<file path="src/srmp_pkg.sv">
/*
 * Constants for the serial register map port: frame layout, map size,
 * sequencer states and reset values of the register map.
 * Assumes nothing of its surroundings; pure definitions.
 */
package srmp_pkg;

    // ------------------------------------------------------------
    // Frame layout
    // ------------------------------------------------------------
    localparam int DATA_W = 16;
    localparam int ADDR_W = 5;
    localparam int DEV_W = 2;
    localparam int MAP_DEPTH = 32;
    localparam int HDR_BITS = 8;
    localparam int FRAME_BITS = 24;
    localparam logic [1:0] DEV_ADDR = 2'h1;
    localparam logic DIR_WRITE = 1'h0;
    localparam logic DIR_READ = 1'h1;
    localparam logic [4:0] RESET_LOC = 5'h00;

    // ------------------------------------------------------------
    // Frame sequencer states
    // ------------------------------------------------------------
    typedef enum logic [1:0] {
        SRMP_IDLE = 2'b00,
        SRMP_HDR = 2'b01,
        SRMP_DATA = 2'b10,
        SRMP_SKIP = 2'b11
    } srmp_state_e;

    // ------------------------------------------------------------
    // Map reset value (same for every location; values are arbitrary)
    // ------------------------------------------------------------
    localparam logic [15:0] MAP_RESET = 16'h0000;

endpackage : srmp_pkg

</file>
<file path="src/srmp_sync.sv">
/*
 * Two-flop synchroniser for one level coming from outside the clock
 * domain. Assumes clk is the block clock and rst_n asynchronous.
 */
`timescale 1ns/1ps
module srmp_sync #(
    parameter logic RESET_VAL = 1'b0
) (
    // Clock and reset
    input wire logic clk,
    input wire logic rst_n,
    // Level in and out
    input wire logic async_in,
    output logic sync_out
);
    logic stage1;

    // Reset to the pin's idle level, so no false edge follows reset
    always_ff @(posedge clk or negedge rst_n) begin
        if (!rst_n) begin
            stage1 <= RESET_VAL;
            sync_out <= RESET_VAL;
        end else begin
            stage1 <= async_in;
            sync_out <= stage1;
        end
    end
endmodule : srmp_sync

</file>
<file path="src/srmp_port.sv">
/*
 * Device-side serial configuration port with a 32 x 16 register map.
 * Assumes: select, shift clock, data line and hardware reset pin arrive
 * from outside the clk domain; shift clock is far slower than clk.
 */
`timescale 1ns/1ps
module srmp_port #(
    parameter int DEPTH = srmp_pkg::MAP_DEPTH
) (
    // Clock and reset
    input wire logic clk,
    input wire logic rst_n,
    // Device pins
    input wire logic hard_reset_pin,
    input wire logic sel_n,
    input wire logic shift_clk,
    input wire logic serial_io_line_in,
    output logic serial_io_line_out,
    output logic serial_io_line_oe,
    // Map contents for the rest of the device
    output logic [DEPTH*16-1:0] map_flat
);
    // ------------------------------------------------------------
    // Pin synchronisers
    // ------------------------------------------------------------
    logic sel_s;
    logic sck_s;
    logic sdi_s;
    logic hrst_s;
    logic sel_d;
    logic sck_d;

    // Select idles high; a low reset level would fake a frame start
    srmp_sync #(
        .RESET_VAL(1'b1)
    ) u_sel (
        .clk(clk),
        .rst_n(rst_n),
        .async_in(sel_n),
        .sync_out(sel_s)
    );
    // Return-to-zero shift clock idles low
    srmp_sync #(
        .RESET_VAL(1'b0)
    ) u_sck (
        .clk(clk),
        .rst_n(rst_n),
        .async_in(shift_clk),
        .sync_out(sck_s)
    );
    srmp_sync #(
        .RESET_VAL(1'b0)
    ) u_sdi (
        .clk(clk),
        .rst_n(rst_n),
        .async_in(serial_io_line_in),
        .sync_out(sdi_s)
    );
    srmp_sync #(
        .RESET_VAL(1'b0)
    ) u_hrst (
        .clk(clk),
        .rst_n(rst_n),
        .async_in(hard_reset_pin),
        .sync_out(hrst_s)
    );

    // ------------------------------------------------------------
    // Edge and event decode
    // ------------------------------------------------------------
    srmp_pkg::srmp_state_e state;
    srmp_pkg::srmp_state_e next_state;
    logic [4:0] bit_cnt;
    logic [7:0] hdr;
    logic [15:0] shreg;
    logic [15:0] map_q [DEPTH];
    logic out_bit;
    logic out_en;

    wire sel_active = ~sel_s & ~hrst_s;
    wire sck_rise = sck_s & ~sck_d;
    wire sck_fall = ~sck_s & sck_d;
    wire sel_rise = sel_s & ~sel_d;
    wire [7:0] hdr_next = {hdr[6:0], sdi_s};
    wire hdr_done = (bit_cnt == 5'(srmp_pkg::HDR_BITS - 1));
    wire is_read = hdr[7] == srmp_pkg::DIR_READ;
    wire [1:0] hdr_dev = hdr[6:5];
    wire [4:0] hdr_loc = hdr[4:0];
    wire dev_hit_next = hdr_next[6:5] == srmp_pkg::DEV_ADDR;
    // frame ends after 24 bits; later bits are dropped
    wire frame_full = (bit_cnt == 5'(srmp_pkg::FRAME_BITS));
    wire wipe_loc = (hdr_loc == srmp_pkg::RESET_LOC);
    // access to location zero wipes the map
    wire map_wipe = sel_rise & (state == srmp_pkg::SRMP_DATA) & wipe_loc;
    // write commits only a full word
    wire map_write = sel_rise & (state == srmp_pkg::SRMP_DATA) & ~is_read
                     & ~wipe_loc & frame_full;
    wire [4:0] data_idx = 5'(srmp_pkg::FRAME_BITS - 1) - bit_cnt;
    wire [15:0] rd_word = map_q[hdr_loc];

    // ------------------------------------------------------------
    // Frame sequencer
    // ------------------------------------------------------------
    always_comb begin
        next_state = state;
        case (state)
            srmp_pkg::SRMP_IDLE: begin
                if (sel_active) begin
                    next_state = srmp_pkg::SRMP_HDR;
                end
            end
            srmp_pkg::SRMP_HDR: begin
                if (!sel_active) begin
                    next_state = srmp_pkg::SRMP_IDLE;
                end else if (sck_rise && hdr_done) begin
                    next_state = dev_hit_next ? srmp_pkg::SRMP_DATA
                                              : srmp_pkg::SRMP_SKIP;
                end
            end
            srmp_pkg::SRMP_DATA: begin
                if (!sel_active) begin
                    next_state = srmp_pkg::SRMP_IDLE;
                end
            end
            srmp_pkg::SRMP_SKIP: begin
                if (!sel_active) begin
                    next_state = srmp_pkg::SRMP_IDLE;
                end
            end
            default: begin
                next_state = srmp_pkg::SRMP_IDLE;
            end
        endcase
    end

    always_ff @(posedge clk or negedge rst_n) begin
        if (!rst_n) begin
            state <= srmp_pkg::SRMP_IDLE;
            sel_d <= 1'b1;
            sck_d <= 1'b0;
        end else begin
            state <= next_state;
            sel_d <= sel_s;
            sck_d <= sck_s;
        end
    end

    // ------------------------------------------------------------
    // Shift path
    // ------------------------------------------------------------
    // shift only on rising edges while selected
    always_ff @(posedge clk or negedge rst_n) begin
        if (!rst_n) begin
            bit_cnt <= 5'h00;
            hdr <= 8'h00;
            shreg <= 16'h0000;
        end else if (!sel_active) begin
            bit_cnt <= 5'h00;
        end else if (sck_rise && state != srmp_pkg::SRMP_IDLE
                     && !frame_full) begin
            bit_cnt <= bit_cnt + 5'h01;
            if (state == srmp_pkg::SRMP_HDR) begin
                hdr <= hdr_next;
            end else begin
                shreg <= {shreg[14:0], sdi_s};
            end
        end
    end

    // ------------------------------------------------------------
    // Read driver
    // ------------------------------------------------------------
    always_ff @(posedge clk or negedge rst_n) begin
        if (!rst_n) begin
            out_en <= 1'b0;
            out_bit <= 1'b0;
        end else if (!sel_active || !is_read || hdr_dev != srmp_pkg::DEV_ADDR
                     || state != srmp_pkg::SRMP_DATA) begin
            // released after read or when not addressed
            out_en <= 1'b0;
        end else if (sck_fall) begin
            out_en <= 1'b0;
        end else if (sck_rise && !frame_full) begin
            // drive next bit on rising edge
            out_en <= 1'b1;
            out_bit <= rd_word[4'(data_idx)];
        end
    end
    assign serial_io_line_out = out_bit;
    assign serial_io_line_oe = out_en;

    // ------------------------------------------------------------
    // Register map
    // ------------------------------------------------------------
    // one word per location, read and write except location zero, whose access wipes the map
    for (genvar i = 0; i < DEPTH; i++) begin : g_map
        always_ff @(posedge clk or negedge rst_n) begin
            if (!rst_n) begin
                map_q[i] <= srmp_pkg::MAP_RESET;
            end else if (hrst_s || map_wipe) begin
                // whole map back to reset values
                map_q[i] <= srmp_pkg::MAP_RESET;
            end else if (map_write && hdr_loc == 5'(i)) begin
                map_q[i] <= shreg;
            end
        end
        assign map_flat[i*16 +: 16] = map_q[i];
    end

endmodule : srmp_port

</file>
<file path="config.mk">
export PLATFORM = sky130hd
export DESIGN_NAME = srmp_port
export DESIGN_NICKNAME = d
export VERILOG_FILES = /design/src/srmp_pkg.sv /design/src/srmp_sync.sv /design/src/srmp_port.sv
export SDC_FILE = /design/constraint.sdc
export NUM_CORES = 1
export LEC_CHECK = 0
export ABC_AREA = 1
export BUFFER_PORTS_ARGS = -buffer_cell sky130_fd_sc_hd__buf_2
export CAP_MARGIN = 10
export CORE_ASPECT_RATIO = 1.75
export CORE_MARGIN = 4
export CORE_UTILIZATION = 35
export DETAILED_ROUTE_END_ITERATION = 8
export GPL_TIMING_DRIVEN = 0
export SETUP_SLACK_MARGIN = 0.5
export SYNTH_ARGS = -nofsm -noshare
export SYNTH_HDL_FRONTEND = slang
export SYNTH_SLANG_ARGS = --single-unit
export TNS_END_PERCENT = 30
</file>
<file path="constraint.sdc">
create_clock -name clk -period 2.17 [get_ports clk]
set_input_delay 0.434 -clock clk [delete_from_list [all_inputs] [get_ports clk]]
set_output_delay 0.434 -clock clk [all_outputs]
set_load 0.02 [all_outputs]
</file>
# --- Word-level counts from Yosys, hierarchy flattened ---
# Index checks and enable logic that the tools add are counted.
word_totals:
  reg_bits: 555
  input_bits: 6
  word_cells: 279
classes:
  order_cmp: 2
  n_eq_ne: 43
  n_reduce_logical: 84
  add_sub_neg: 2
  n_bitwise: 20
  n_mux: 80
op_table:
  columns: ["operator", "count"]
  rows:
  - ["16-bit 2-to-1 mux", 66]
  - ["5-bit == test (second input constant)", 17]
  - ["16-bit binary-select mux with 5-bit select", 1]
  - ["2-bit nonzero test", 33]
  - ["5-bit by 4-bit == test with 1-bit output (second input constant)", 8]
  - ["1-bit logical AND", 36]
  - ["5-bit by 3-bit == test with 1-bit output (second input constant)", 5]
  - ["3-bit AND reduction", 4]
  - ["5-bit by 2-bit == test with 1-bit output (second input constant)", 2]
  - ["5-bit 2-to-1 mux", 2]
  - ["1-bit inverter", 10]
  - ["1-bit bitwise AND", 9]
  - ["2-bit 2-to-1 mux", 4]
  - ["6-bit greater-or-equal comparator (second input constant)", 1]
  - ["2-bit != test (second input constant)", 3]
  - ["5-bit inverter with 6-bit output", 1]
  - ["2-bit case mux with 3 select lines", 1]
  - ["5-bit by 1-bit adder with 5-bit output (second input constant)", 1]
  - ["5-bit by 1-bit == test with 1-bit output (second input constant)", 1]
  - ["5-bit logical NOT", 1]
  - ["4-bit by 5-bit < comparator with 1-bit output (second input constant)", 1]
  - ["1-bit 2-to-1 mux", 5]
  - ["1-bit binary-select mux with 4-bit select", 1]
  - ["2-bit by 1-bit == test with 1-bit output (second input constant)", 2]
  - ["9 further kinds", 16]

# --- Longest topological paths before layout ---
logic_depth:
  word_depth: 9
  ltp_mapped: 19

# --- By module ---
# A second synthesis with hierarchy kept.
unflattened:
  cells_unflattened: 3181
  hier_area_um2: 25049.0
modules_own_cells:
  columns: ["module", "seq_area_each_um2", "n_inst", "area_per_inst_um2", "cells_each"]
  rows:
  - ["srmp_port", 13689.4, 1, 24846.3, 3173]
  - ["srmp_sync (u_hrst ...)", 50.0, 3, 50.0, 2]
  - ["srmp_sync (u_sel)", 52.6, 1, 52.6, 2]

# --- Worst setup path after synthesis ---
# Ideal clock, no wire load.
synth_timing:
  kind: "register -> register"
  from: "register bit_cnt[0]"
  to: "register map_q, in the netlist map_flat[388]"
  arrival_time_ns: 2.160
  path_buffers: 3
  setup_time_ns: 0.134
  period_less_slack_ns: 2.295
  stages_incl_launch_ff: 13
  slack_ns: -0.125
  cell_sequence: "dfrtp_1 > inv_1 > clkbuf_1 > ha_1 > nand4_1 > nor3_4 > nand2_1 > clkbuf_1 > nor3_1 > nor2_2 > buf_2 > nand2_1 > o21ai_0"
synth_between:
  elab_chain_cells: 4
synth_rtl:
  columns: ["element", "line", "source"]
  rows:
  - ["from (decl)", "srmp_port.sv:73", "logic [4:0] bit_cnt;"]
  - ["from (signal assigned)", "srmp_port.sv:161", "bit_cnt <= bit_cnt + 5'h01;"]
  - ["5-bit == test", "srmp_port.sv:91", "wire frame_full = (bit_cnt == 5'(srmp_pkg::FRAME_BITS));"]
  - ["1-bit bitwise AND", "srmp_port.sv:97", "& ~wipe_loc & frame_full;"]
  - ["1-bit logical AND", "srmp_port.sv:203", "end else if (map_write && hdr_loc == 5'(i)) begin"]
  - ["2-bit nonzero test (no line)", null, null]
  - ["to (signal, indexed assignment)", "srmp_port.sv:199", "map_q[i] <= srmp_pkg::MAP_RESET;"]
  - ["to (signal, indexed assignment)", "srmp_port.sv:202", "map_q[i] <= srmp_pkg::MAP_RESET;"]
  - ["to (signal, indexed assignment)", "srmp_port.sv:204", "map_q[i] <= shreg;"]
  - ["to (decl)", "srmp_port.sv:76", "logic [15:0] map_q [DEPTH];"]
# No other way between the ends.
# A chain may end at the register's enable or synchronous reset.

# --- Final worst setup path ---
layout_timing:
  from: "register hdr[1]"
  to: "register out_bit (netlist: serial_io_line_out)"
layout_between:
  elab_chain_cells: 6
layout_rtl:
  columns: ["element", "line", "source"]
  rows:
  - ["from (decl)", "srmp_port.sv:74", "logic [7:0] hdr;"]
  - ["from (signal assigned)", "srmp_port.sv:163", "hdr <= hdr_next;"]
  - ["5-bit inverter with 6-bit output (not written as such)", "srmp_port.sv:99", "wire [15:0] rd_word = map_q[hdr_loc];"]
  - ["16-bit binary-select mux with 5-bit select", "srmp_port.sv:99", null]
  - ["16-bit 2-to-1 mux (not written as such) (2 in a row)", "srmp_port.sv:99", null]
  - ["1-bit binary-select mux with 4-bit select", "srmp_port.sv:186", "out_bit <= rd_word[4'(data_idx)];"]
  - ["1-bit 2-to-1 mux (not written as such)", "srmp_port.sv:186", null]
  - ["to (signal assigned)", "srmp_port.sv:186", null]
  - ["to (decl)", "srmp_port.sv:77", "logic out_bit;"]
# No other way between the ends. The select of a mux whose other input is x is not followed.

==> results.yml <==
outcome:
  status: "finished, violations left"
  violations: "negative hold slack, negative setup slack"
worst_setup_path:
  path_class: "register to register"
  crit_buf_inv: 4
  worst_setup_path_start_kind: "register"
  crit_path_top_delay_cell: "dfrtp_1"
  rr_endpoint: "serial_io_line_out$_DFFE_PN0P_"
  cp_data_required_time_ns: 2.73
  crit_start: "hdr[1]$_DFFE_PN0P_"
  worstPathCellList: "buf_6 -> inv_2 -> buf_4 -> buf_4 -> nand2_1 -> nand3_1 -> nand2_1 -> nand2_1 -> nor2_1 -> nand2_1 -> nand3_1 -> nand3_1 -> nand3_1 -> nand2_1 -> nand3_1 -> nand2_1"
  crit_fanout: 10
  slowest_delay_ns: 0.41
  arrival_ns: 3.32
  r2r-start: "hdr[1]$_DFFE_PN0P_"
  path_common_cell: "nand2_1"
  cp_top_family: "simple AND/OR/NAND/NOR gates"
  crit_path_end_kind: "register"
  r2r_slack_ns: -0.59
  r2r_cells: 16
sta:
  drv_slew: 0
  finalWorstPathRequiredPeriod_ns: 2.76
  setup_viol: 531
  slew-limit-headroom: 0.441
  tightest_slew_ns: 0.838
  hold_viol_final: 71
  period_share: 1.27
  finalClockSkew_ns: 0.0326
  holdWs_ns: -0.210
  worst_slack_ns: -0.592
  rsz0062_at_grt: "true"
  finalSetupTns_ns: -138.05
  fmax_mhz: 362
final_layout:
  fin_nets: 3747
  stdcell_area_um2: 32400
  final_util: 0.459
  finalNonFillerCells: 4705
  drive_gt1_frac: 0.251
  syn_to_final_growth_pct: 29.9
power:
  swShare: 0.385
  peakVddDrop_uv: 957
  p_leak_nw: 17.0
  switching_power_mw: 11.4
  p_seq_frac: 0.355
  power.density_nw_per_um2: 910
  p_int_mw: 18.1
  p_clk_frac: 0.351
  pwr-share-comb: 0.294
route:
  drt_iter0_markers: 3367
  routed_wl_mm: 151
  drc: 0
  drt_first_pass_iters: 7
  ant_nets: 0
  viasPerCell: 5.64
  vias: 26500
  wl_per_cell_um: 32.1
synthesis:
  ys_seq_elements: 555
  yosysWarningCount: 0
  synth_area_leaders: "dfrtp_1, nand2_1, o21ai_0"
  synth.largest_area_cell: "dfrtp_1"
  avgSynthCellArea_um2: 7.98
  synth_nets: 3136
  synth-seq-area-share: 0.557
  synthDistinctLibCells: 32
  synth_cells: 3128
  syn_area_um2: 25000
  synth_top_cell_area_share: 0.553
place:
  postPlaceCellArea_um2: 29400
  portBuffers: 519
  dp_hpwl_mm: 112
  placed_cells: 4577
  place.gp.congestion: 1.05
  dp_slack_ns: -1.53
global_route:
  overflow: 0
  grt_max_degree: 118
  grt_pass1_wl_mm: 205
  grt_pass1_vias: 25500
  grt_usage: 0.385
  grt_antenna_before_repair: 6
clock_tree:
  cts_tree: "built"
  cts_htree_levels: 2
  cts.path.max_buffers: 3
  numCtsBuffers: 54
  cts_hold_buf: 4
  cts.root.buffer_cell: "clkbuf_16"
  clk_latency_ns: 0.63
  path_clk_slew_ns: 0.07
  clock_sinks: 555
die:
  ioPinCount: 520
  start_util: 0.353
  die_w_um: 210
  core.rowCount: 129
  die_y_um: 361
  dieArea_um2: 75800
  core_area_um2: 70700
flow_run:
  drv_cap: 0
min_path:
  hold_class: "input pin to async pin"
flip-flops by register name, indices dropped and copies added, names as in the netlist:
name	flops
u_sck.stage1	1
serial_io_line_out	1
u_sel.sync_out	1
shreg	16
state	2
u_hrst.sync_out	1
u_sck.sync_out	1
hdr	8
u_hrst.stage1	1
u_sel.stage1	1
sel_d	1
serial_io_line_oe	1
u_sdi.stage1	1
u_sdi.sync_out	1
sck_d	1
bit_cnt	5
map_flat	512
worst max path at each step:
stage                                                end  slack [ns]  depth (start not counted)
after global routing      serial_io_line_out$_DFFE_PN0P_       -0.58                         17
after detailed placement  serial_io_line_out$_DFFE_PN0P_       -1.53                         14
after floorplan                map_flat[154]$_DFFE_PN0P_        0.16                         11
after global placement         map_flat[133]$_DFFE_PN0P_      -11.37                          1
after CTS                 serial_io_line_out$_DFFE_PN0P_       -0.47                         16
final                     serial_io_line_out$_DFFE_PN0P_       -0.59                         16
power groups by stage:
stage	Sequential, mW	Combinational, mW	Clock, mW
2_1_floorplan	10.6	2.36	0
3_3_place_gp	10.7	6.73	0
3_5_place_dp	10.7	7.09	0
4_1_cts	10.5	8.10	10.4
5_1_grt	10.5	8.41	10.7
6_report	10.5	8.68	10.4
layout by cell type (no fill, tap or decap), types with 5 or more instances in the layout:
cell type and count:
buf_8 17, inv_2 5, clkinv_2 12, bufinv_16 5
nand3_2 5, a31oi_4 9, clkbuf_16 56, nor2_1 108
nand3_1 64, clkbuf_2 49, o21ai_0 447, clkbuf_4 35
dfrtp_1 552, nor3_2 10, nand4_1 41, buf_16 6
buf_2 539, buf_4 44, a22oi_1 9, diode_2 5
o21ai_1 89, clkbuf_8 45, a21oi_1 47, nor2_2 19
nor2_4 8, nand2_1 1369, clkbuf_1 20, buf_12 15
buf_6 37, inv_1 70, nand2_2 7
worst register-to-register path, cell delays in order, from the launching register on:
cell and delay [ns]:
dfrtp_1 0.41, buf_6 0.18, inv_2 0.10, buf_4 0.29, buf_4 0.36, nand2_1 0.15
nand3_1 0.20, nand2_1 0.20, nand2_1 0.12, nor2_1 0.05, nand2_1 0.09, nand3_1 0.08
nand3_1 0.09, nand3_1 0.09, nand2_1 0.13, nand3_1 0.10, nand2_1 0.07
through the flow:
step	power (mW)	hold slack (ns)
after floorplan	13.0	0.138
after global placement	17.4	0.335
after detailed placement	17.7	0.336
after CTS	28.9	-0.197
after global routing	29.6	-0.163
final	29.5	-0.210
synthesized netlist by cell type (all sizes together):
cell,n
nand4,41
inv,78
dfstp,3
clkbuf,139
nand2,1377
and2,3
a31oi,16
o21ai,539
nor2,135
a21oi,48
nor3,17
a22oi,9
ha,2
nor4,1
dfrtp,552
clkinv,2
buf,96
nand3,69
mux2,1
layout make-up:
| type | count | area [um^2] |
|---|---|---|
| fillers | 7309 | 38300 |
| flip-flops and latches | 555 | 13900 |
| multi-input cells | 2258 | 9970 |
| repair buffers | 555 | 3100 |
| plain buffers | 235 | 2070 |
| clock buffers | 78 | 1640 |
| well taps | 917 | 1150 |
| inverters | 80 | 314 |
| clock inverters | 22 | 269 |
| diodes | 5 | 12.5 |
timing repair:
action                                  CTS  global route
endpoints found under the hold margin    75            71
cloned                                    2             1
gates resized for setup                 309            69
setup buffers                            16             0
endpoints found under the setup margin  844           867
pin swaps                                16             7
cells by family after synthesis:
| kind of cell | Yosys count | synth area share |
|---|---|---|
| AO/OA/AOI/OAI | 612 | 0.127 |
| flip-flops | 555 | 0.557 |
| adder cells (fa/ha/maj) | 2 | 0.00100 |
| AND/OR/NAND/NOR | 1643 | 0.259 |
| multiplexers | 1 | 0.000451 |
| buffers and inverters | 315 | 0.0565 |
routing by layer:
layer	global-route usage	vias up	wire, um
met1	0.448	13000	52300
met2	0.586	1757	67100
met4	0.343	2	17000
met3	0.0938	530	14600
met5	0	-	20
li1	-	11300	-
(Power assumes the default switching activity.)
